--- src/logic/gpf_pkg.sv ---
// gpf_pkg: constants, register map and carrier types of the port control
// block; assumes an apb slave with 32-bit data and 12-bit byte addresses.
package gpf_pkg;

  // port groups built here, pins per group
  localparam int NUM_GRP  = 2;
  localparam int GRP_PINS = 8;

  // per-group register offsets inside a group window
  localparam logic [2:0] REG_DATA     = 3'h0;
  localparam logic [2:0] REG_IO_EN    = 3'h1;
  localparam logic [2:0] REG_PULL     = 3'h2;
  localparam logic [2:0] REG_IRQ_FLAG = 3'h3;
  localparam logic [2:0] REG_IRQ_CTL  = 3'h4;
  localparam logic [2:0] REG_FILT_EN  = 3'h5;
  localparam logic [2:0] REG_MODE_SEL = 3'h6;
  localparam logic [2:0] REG_FUNC_SEL = 3'h7;

  // group window: byte address = group * 0x20 + register * 4
  localparam logic [11:0] GRP_STRIDE   = 12'h020;
  localparam logic [11:0] ADDR_CLK_CTL = 12'h100;
  localparam logic [11:0] ADDR_SUMMARY = 12'h104;

  // clock control field positions
  localparam int CLK_SRC_LSB  = 0;
  localparam int KEY_RST_LSB  = 2;
  localparam int CLK_DIV_LSB  = 4;
  localparam int DBG_RUN_BIT  = 8;

  // reset values
  localparam logic [7:0]  RST_BYTE = 8'h00;
  localparam logic [15:0] RST_HALF = 16'h0000;

  // oscillator sources that exist; codes with a zero bit are refused
  localparam logic [3:0] SRC_PRESENT = 4'hF;

  // key-entry reset codes
  localparam logic [1:0] KEY_OFF  = 2'h0;
  localparam logic [1:0] KEY_P1_0 = 2'h1;
  localparam logic [1:0] KEY_P2_0 = 2'h2;
  localparam logic [1:0] KEY_P3_0 = 2'h3;

  // pad controls of one port group
  typedef struct packed {
    logic [7:0]  drive;
    logic [7:0]  drive_en;
    logic [7:0]  pull_en;
    logic [7:0]  pull_up;
    logic [7:0]  periph_sel;
    logic [15:0] func_code;
  } gpf_pads_t;

  // fields of the clock control register
  typedef struct packed {
    logic       run_in_debug;
    logic [3:0] filter_clock_divider;
    logic [1:0] key_reset_config;
    logic [1:0] filter_clock_source;
  } gpf_clk_ctl_t;

endpackage

--- src/logic/gpf_port_ctrl.sv ---
// gpf_port_ctrl: port groups with pull gating, edge interrupts, chattering
// filter, function select, filter clock control and key-entry reset.
// assumes pins and oscillator ticks are synchronous to pclk.
`timescale 1ns/100ps

module gpf_port_ctrl
  import gpf_pkg::*;
(
  // apb slave
  input  wire logic                              pclk,
  input  wire logic                              presetn,
  input  wire logic                              psel,
  input  wire logic                              penable,
  input  wire logic                              pwrite,
  input  wire logic [11:0]                       paddr,
  input  wire logic [31:0]                       pwdata,
  output logic      [31:0]                       prdata,
  output logic                                   pready,
  output logic                                   pslverr,
  // system
  input  wire logic                              prot_released,
  input  wire logic                              debug_mode,
  input  wire logic [3:0]                        osc_tick,
  // pins
  input  wire logic [NUM_GRP-1:0][GRP_PINS-1:0]  pin_in,
  output gpf_pads_t [NUM_GRP-1:0]                pads,
  // requests
  output logic      [NUM_GRP-1:0]                group_irq_pending,
  output logic                                   key_reset_req
);

  logic [NUM_GRP-1:0][7:0]  dat_out_ff;
  logic [NUM_GRP-1:0][7:0]  in_en_ff;
  logic [NUM_GRP-1:0][7:0]  out_en_ff;
  logic [NUM_GRP-1:0][7:0]  pull_up_ff;
  logic [NUM_GRP-1:0][7:0]  pull_en_ff;
  logic [NUM_GRP-1:0][7:0]  pin_irq_cause_flag_ff;
  logic [NUM_GRP-1:0][7:0]  irq_edge_select_ff;
  logic [NUM_GRP-1:0][7:0]  pin_irq_enable_ff;
  logic [NUM_GRP-1:0][7:0]  debounce_enable_ff;
  logic [NUM_GRP-1:0][7:0]  peripheral_mode_select_ff;
  logic [NUM_GRP-1:0][15:0] pin_function_code_ff;
  logic [NUM_GRP-1:0][7:0]  smp_ff;
  logic [NUM_GRP-1:0][7:0]  filt_ff;
  logic [NUM_GRP-1:0][7:0]  prev_ff;
  logic [NUM_GRP-1:0][7:0]  eff_in;
  gpf_pads_t [NUM_GRP-1:0]  pads_ff;
  logic [NUM_GRP-1:0]       irq_ff;
  gpf_clk_ctl_t             clk_ctl_ff;
  logic [14:0]              div_cnt_ff;
  logic                     port_tick_ff;
  logic                     key_reset_ff;
  logic [31:0]              prdata_ff;
  logic                     pready_ff;
  logic                     pslverr_ff;
  logic [31:0]              rd_data;
  logic                     rd_err;
  logic                     wr_en;
  logic                     grp_hit;
  logic [2:0]               grp_idx;
  logic [2:0]               reg_idx;
  logic                     sel_tick;
  logic                     clk_run;
  logic [14:0]              div_mask;
  logic [3:0]               key_mask;
  logic [12:0]              summary;

  assign wr_en    = psel & penable & pready_ff & pwrite & ~pslverr_ff;
  assign grp_idx  = paddr[7:5];
  assign reg_idx  = paddr[4:2];
  assign grp_hit  = (paddr[11:8] == 4'h0) && (paddr[1:0] == 2'h0)
                    && (grp_idx < 3'(NUM_GRP));

  // apb answer: one wait state, data and error from flops
  always_ff @(posedge pclk or negedge presetn) begin
    if (!presetn) begin
      pready_ff  <= 1'b0;
      pslverr_ff <= 1'b0;
      prdata_ff  <= 32'h0000_0000;
    end else if (psel && penable && !pready_ff) begin
      pready_ff  <= 1'b1;
      pslverr_ff <= rd_err;
      prdata_ff  <= pwrite ? 32'h0000_0000 : rd_data;
    end else begin
      pready_ff  <= 1'b0;
      pslverr_ff <= 1'b0;
      prdata_ff  <= 32'h0000_0000;
    end
  end

  // read mux and address check
  always_comb begin
    rd_data = 32'h0000_0000;
    rd_err  = 1'b0;
    if (grp_hit) begin
      unique case (reg_idx)
        REG_DATA:     rd_data = {16'h0000, dat_out_ff[grp_idx],
                                 pin_in[grp_idx] & in_en_ff[grp_idx]
                                 & ~peripheral_mode_select_ff[grp_idx]};
        REG_IO_EN:    rd_data = {16'h0000, in_en_ff[grp_idx],
                                 out_en_ff[grp_idx]};
        REG_PULL:     rd_data = {16'h0000, pull_up_ff[grp_idx],
                                 pull_en_ff[grp_idx]};
        REG_IRQ_FLAG: rd_data = {24'h000000,
                                 pin_irq_cause_flag_ff[grp_idx]};
        REG_IRQ_CTL:  rd_data = {16'h0000, irq_edge_select_ff[grp_idx],
                                 pin_irq_enable_ff[grp_idx]};
        REG_FILT_EN:  rd_data = {24'h000000, debounce_enable_ff[grp_idx]};
        REG_MODE_SEL: rd_data = {24'h000000,
                                 peripheral_mode_select_ff[grp_idx]};
        REG_FUNC_SEL: rd_data = {16'h0000, pin_function_code_ff[grp_idx]};
      endcase
    end else if (paddr == ADDR_CLK_CTL) begin
      rd_data = {23'h000000, clk_ctl_ff};
    end else if (paddr == ADDR_SUMMARY) begin
      rd_data = {19'h00000, summary};
    end else begin
      rd_err = 1'b1;
    end
  end

  // clock control, guarded by write protection
  always_ff @(posedge pclk or negedge presetn) begin
    if (!presetn) begin
      clk_ctl_ff <= '0;
    end else if (wr_en && paddr == ADDR_CLK_CTL && prot_released) begin
      clk_ctl_ff.run_in_debug         <= pwdata[DBG_RUN_BIT];
      clk_ctl_ff.filter_clock_divider <= pwdata[CLK_DIV_LSB +: 4];
      clk_ctl_ff.key_reset_config     <= pwdata[KEY_RST_LSB +: 2];
      if (SRC_PRESENT[pwdata[CLK_SRC_LSB +: 2]]) begin
        clk_ctl_ff.filter_clock_source <= pwdata[CLK_SRC_LSB +: 2];
      end
    end
  end

  // port clock: selected source, divided by a power of two
  assign sel_tick = osc_tick[clk_ctl_ff.filter_clock_source];
  assign clk_run  = ~debug_mode | clk_ctl_ff.run_in_debug;
  assign div_mask = 15'((16'h0001 << clk_ctl_ff.filter_clock_divider)
                        - 16'h0001);

  always_ff @(posedge pclk or negedge presetn) begin
    if (!presetn) begin
      div_cnt_ff   <= 15'h0000;
      port_tick_ff <= 1'b0;
    end else begin
      port_tick_ff <= sel_tick & clk_run
                      & ((div_cnt_ff & div_mask) == div_mask);
      if (sel_tick && clk_run) begin
        div_cnt_ff <= div_cnt_ff + 15'h0001;
      end
    end
  end

  for (genvar g = 0; g < NUM_GRP; g++) begin : g_grp
    logic [7:0] rise;
    logic [7:0] fall;
    logic [7:0] set_ev;
    logic [7:0] clr_wr;
    logic       hit;

    assign hit = wr_en && grp_hit && (grp_idx == 3'(g));
    assign eff_in[g] = (debounce_enable_ff[g] & filt_ff[g])
                       | (~debounce_enable_ff[g] & pin_in[g]);
    assign rise   = eff_in[g] & ~prev_ff[g];
    assign fall   = ~eff_in[g] & prev_ff[g];
    assign set_ev = ((irq_edge_select_ff[g] & fall)
                     | (~irq_edge_select_ff[g] & rise))
                    & ~peripheral_mode_select_ff[g];
    assign clr_wr = (hit && reg_idx == REG_IRQ_FLAG) ? pwdata[7:0] : 8'h00;

    // software-written control registers
    always_ff @(posedge pclk or negedge presetn) begin
      if (!presetn) begin
        dat_out_ff[g]                <= RST_BYTE;
        in_en_ff[g]                  <= RST_BYTE;
        out_en_ff[g]                 <= RST_BYTE;
        pull_up_ff[g]                <= RST_BYTE;
        pull_en_ff[g]                <= RST_BYTE;
        irq_edge_select_ff[g]        <= RST_BYTE;
        pin_irq_enable_ff[g]         <= RST_BYTE;
        debounce_enable_ff[g]        <= RST_BYTE;
        peripheral_mode_select_ff[g] <= RST_BYTE;
        pin_function_code_ff[g]      <= RST_HALF;
      end else if (hit) begin
        unique case (reg_idx)
          REG_DATA:     dat_out_ff[g] <= pwdata[15:8];
          REG_IO_EN: begin
            in_en_ff[g]  <= pwdata[15:8];
            out_en_ff[g] <= pwdata[7:0];
          end
          REG_PULL: begin
            pull_up_ff[g] <= pwdata[15:8];
            pull_en_ff[g] <= pwdata[7:0];
          end
          REG_IRQ_CTL: begin
            irq_edge_select_ff[g] <= pwdata[15:8];
            pin_irq_enable_ff[g]  <= pwdata[7:0];
          end
          REG_FILT_EN:  debounce_enable_ff[g] <= pwdata[7:0];
          REG_MODE_SEL: peripheral_mode_select_ff[g] <= pwdata[7:0];
          REG_FUNC_SEL: pin_function_code_ff[g] <= pwdata[15:0];
          REG_IRQ_FLAG: ;
        endcase
      end
    end

    // cause flags: a new edge wins over a write-1 clear
    always_ff @(posedge pclk or negedge presetn) begin
      if (!presetn) begin
        pin_irq_cause_flag_ff[g] <= RST_BYTE;
      end else begin
        pin_irq_cause_flag_ff[g] <= (pin_irq_cause_flag_ff[g] & ~clr_wr)
                                    | set_ev;
      end
    end

    // chattering filter: output follows two equal port clock samples;
    // a bypassed pin keeps the filter loaded so enabling it makes no edge
    always_ff @(posedge pclk or negedge presetn) begin
      if (!presetn) begin
        smp_ff[g]  <= RST_BYTE;
        filt_ff[g] <= RST_BYTE;
      end else begin
        for (int b = 0; b < GRP_PINS; b++) begin
          if (!debounce_enable_ff[g][b]) begin
            smp_ff[g][b]  <= pin_in[g][b];
            filt_ff[g][b] <= pin_in[g][b];
          end else if (port_tick_ff) begin
            smp_ff[g][b] <= pin_in[g][b];
            if (smp_ff[g][b] == pin_in[g][b]) begin
              filt_ff[g][b] <= pin_in[g][b];
            end
          end
        end
      end
    end

    // edge reference, pad controls and request
    always_ff @(posedge pclk or negedge presetn) begin
      if (!presetn) begin
        prev_ff[g] <= RST_BYTE;
        pads_ff[g] <= '0;
        irq_ff[g]  <= 1'b0;
      end else begin
        prev_ff[g]            <= eff_in[g];
        pads_ff[g].drive      <= dat_out_ff[g];
        pads_ff[g].drive_en   <= out_en_ff[g]
                                 & ~peripheral_mode_select_ff[g];
        pads_ff[g].pull_en    <= pull_en_ff[g] & ~out_en_ff[g]
                                 & ~peripheral_mode_select_ff[g];
        pads_ff[g].pull_up    <= pull_up_ff[g]
                                 & ~peripheral_mode_select_ff[g];
        pads_ff[g].periph_sel <= peripheral_mode_select_ff[g];
        for (int b = 0; b < GRP_PINS; b++) begin
          pads_ff[g].func_code[2*b +: 2] <=
            peripheral_mode_select_ff[g][b]
              ? pin_function_code_ff[g][2*b +: 2] : 2'h0;
        end
        irq_ff[g] <= |(pin_irq_cause_flag_ff[g] & pin_irq_enable_ff[g]);
      end
    end
  end

  // summary bits: only enabled pins count
  always_comb begin
    summary = 13'h0000;
    for (int g = 0; g < NUM_GRP; g++) begin
      summary[g] = |(pin_irq_cause_flag_ff[g] & pin_irq_enable_ff[g]);
    end
  end

  // key-entry reset on port 0, after filtering where enabled
  always_comb begin
    unique case (clk_ctl_ff.key_reset_config)
      KEY_OFF:  key_mask = 4'h0;
      KEY_P1_0: key_mask = 4'h3;
      KEY_P2_0: key_mask = 4'h7;
      KEY_P3_0: key_mask = 4'hF;
    endcase
  end

  always_ff @(posedge pclk or negedge presetn) begin
    if (!presetn) begin
      key_reset_ff <= 1'b0;
    end else begin
      key_reset_ff <= (key_mask != 4'h0)
                      && ((eff_in[0][3:0] & key_mask) == 4'h0);
    end
  end

  assign prdata            = prdata_ff;
  assign pready            = pready_ff;
  assign pslverr           = pslverr_ff;
  assign pads              = pads_ff;
  assign group_irq_pending = irq_ff;
  assign key_reset_req     = key_reset_ff;

endmodule

--- config.mk ---
export PLATFORM = sky130hd
export DESIGN_NAME = gpf_port_ctrl
export DESIGN_NICKNAME = d
export VERILOG_FILES = /design/src/logic/gpf_pkg.sv /design/src/logic/gpf_port_ctrl.sv
export SDC_FILE = /design/constraint.sdc
export NUM_CORES = 1
export LEC_CHECK = 0
export BUFFER_PORTS_ARGS = -buffer_cell sky130_fd_sc_hd__buf_2
export CORE_MARGIN = 3
export CORE_UTILIZATION = 55
export DETAILED_ROUTE_END_ITERATION = 12
export GPL_TIMING_DRIVEN = 0
export PLACE_DENSITY = 0.75
export SYNTH_ARGS = -nofsm -noshare
export SYNTH_HDL_FRONTEND = slang
export SYNTH_SLANG_ARGS = --single-unit
--- constraint.sdc ---
create_clock -name pclk -period 5.15 [get_ports pclk]
set_input_delay 1.03 -clock pclk [delete_from_list [all_inputs] [get_ports pclk]]
set_output_delay 1.03 -clock pclk [all_outputs]
set_load 0.1 [all_outputs]
==> reports/results.txt <==
Antenna Nets Post-Route = 0
Via density = 6.08
YS warnings = 0
Primary FF master, synth = dfrtp_1
pins over their slew limit = 10
Yosys top cell area share = 57.6%
WS Path Type = input pin to flop
critical-path cell list = buf_2 -> buf_2 -> buf_2 -> clkbuf_1 -> nand4_1 -> a21oi_1 -> o21ai_0 -> a21oi_1
RR Endpoint = in_en_ff[4]
CTS resizes = 0
Hold Vio Cnt, Final = 0
Core ar. = 30700 µm²
synth unique cells = 69
CTS Sinks = 398
Max-slew headroom = -1.33%
fillers = 2368
Mapped Area = 17300 µm²
Worst Path Max Fanout = 10
first-pass GRT wire length = 76100 µm
Post-synth EDFFs = 0
DP Worst Slack = 1.29 ns
kind of end point of the critical path = flop
Max VDD drop = 274 µV
Worst Path Required = 5.58 ns
failing checks = max-capacitance violations, max-slew violations
via count = 12491
maximum clock rate = 285 MHz
worst-skew pair later-pin latency = 0.53 ns
Worst Hold Path EP = pads[109]
non-filler cells, final = 2053
status = complete, but fails checks
dpl cells = 1981
design area = 20200 µm²
drt drc = 0
CP most frequent cell = buf_2
worst-margin pin slew = 1.51 ns
Horiz. Die Dim = 183 µm
Slowest-stage cell, CP = clkbuf_1
Row Count = 64
initial antenna violation count = 1
Max Cap Viol = 1
number of CTS-inserted buffers = 41
Wirelength per Cell = 24.9 µm
DRT Wirelength = 51000 µm
Worst-path clk slew = 0.06 ns
CP top delay family = buffers and inverters
Die ar. = 33600 µm²
chip height = 183 µm
Placed Area = 18800 µm²
max FFs per register = 112
crit path DAT = 3.94 ns
largest net degree at the start of global routing = 125
CTS tree = yes
Post-CTS Setup Repair Bufs = 0
Async SR Flop Fraction = 100%
top post-synthesis cells by area = dfrtp_1, mux2_2, mux2i_1, nand2_1, nor2b_1
commonest cells after routing, fill and taps aside = dfrtp_1, mux2_2, buf_2
Max stage delay on crit path = 0.76 ns
DP Wirelength = 36200 µm
Period minus WS final = 3.51 ns
Worst Hold Launch = dat_out_ff[13]
FF-to-FF setup slack = 2.72 ns
number of port buffers = 177
share of cells above drive strength 1 = 31.9%
R2R Path Start = pready
Power, Total = 6.71 mW
Power per Cell Area = 332 nW/µm²
Worst Path Buf+Inv = 4
hold buffer count at cts = 0
period utilization = 68.2%
Root Driver = clkbuf_16
r2r worst-path depth = 6
final RePlAce weighted congestion = 0.967
commonest non-fill, non-tap cell in the layout = dfrtp_1
number of synthesized register bits = 398
RSZ-0062 raised after global routing = no
GR Overflow Total = 0
Yosys top cell by area = dfrtp_1
clk buf depth = 3
vias in the first global route = 12469
Initial Utilization = 56.2%
leakage = 10.1 nW
Layout Area Growth over Synthesis = 16.9%
number of H-tree levels = 2
Post-Syn Area per Cell = 12.4 µm²
Hold Path Depth = 0
final setup fails = 0
crit start category = input pin
fraction of the yosys area taken by sequential cells = 57.6%
setup ws final = 1.64 ns
DRT Pass-1 Iters = 6
Fin Clk Skew = 0.0189 ns
Mapped Cells = 1390
Layout Nets = 1701
worst hold path class = flop to flop
total track usage = 30.2%
DRT iter0 DRCs = 1344
IO Pins = 220
## through the flow
stage          hold slack [ns]  util (%)   TNS, ns
2_1_floorplan            0.368         -         0
3_3_place_gp             0.382      60.9  -1770.84
3_5_place_dp             0.386      61.2         0
4_1_cts                  0.401      65.7         0
5_1_grt                  0.408      65.7         0
6_report                 0.396      65.7         0
## per-layer routing
| layer | GRT usage [%] | vias to the layer above | wire, µm |
|---|---|---|---|
| met4 | 11.1 | 2 | 1910 |
| li1 | - | 5382 | - |
| met3 | 6.45 | 144 | 4600 |
| met1 | 42.4 | 6286 | 21400 |
| met2 | 46.7 | 677 | 23100 |
| met5 | 0.857 | - | 40 |
## cell usage after synthesis, types with 4 or more instances
library cell    n
nand3_1         9
inv_1          23
nor2_2          7
nand4_1         9
buf_4          23
mux2_1          5
o22ai_1        24
a22o_1         20
nand2_1       103
a211oi_1        7
nor3_1         18
o2bb2ai_1       5
mux2_4         10
nand2b_1       22
nor3b_1        17
mux2_2        206
xnor2_1         7
clkbuf_1       34
and2_1         33
buf_1           8
nor4_1          9
buf_2          16
o21a_1          4
nand3b_1        4
mux2i_1        73
dfrtp_1       398
o21ai_0        30
a21oi_1        57
nor4_2          4
a22oi_1        10
a221oi_1       11
nor2b_1        49
or3b_2          4
xor2_1          8
and3_1          4
nor2_1         64
## worst max path at each step
stage | from | endpoint | slack (ns) | cells past startpoint
finish | paddr[5] | prdata[7] | 1.64 | 8
detailed placement | paddr[5] | prdata[5] | 1.29 | 8
CTS | paddr[5] | prdata[5] | 1.81 | 8
global route | paddr[5] | prdata[7] | 1.60 | 8
floorplan | paddr[11] | pin_function_code_ff[6] | 2.37 | 7
global placement | presetn | smp_ff[10] | -4.49 | 1
## area by class of cell
class                   count  area (µm²)  share of cell area (%)
diodes                      1        2.50                  0.0124
plain buffers              82         422                    2.09
clock buffers              58        1170                    5.79
clock inverters            13         224                    1.11
inverters                  23        86.3                   0.427
multi-input cells         902        6870                    34.0
flip-flops and latches    398        9960                    49.3
well taps                 396         495                    2.45
repair buffers            180         978                    4.84
## report_power, final
part | internal [mW] | switching, mW | leakage (nW) | total [mW]
Clock | 1.88 | 1.19 | 0.679 | 3.07
Sequential | 3.17 | 0.0436 | 5.36 | 3.22
Combinational | 0.114 | 0.305 | 4.10 | 0.419
Total | 5.17 | 1.54 | 10.1 | 6.71
## kinds of logic after synthesis
kind of cell               Yosys count  synth area share, %
other                                1               0.0217
buffers and inverters              105                 2.94
AOI/OAI and AO/OA                  194                 7.45
DFF                                398                 57.6
adders and majority gates            2                0.145
muxes                              296                 19.1
and+or+nand+nor                    379                 12.0
xor gates and xnor gates            15                0.760
Power figures use the tool's default switching activity.
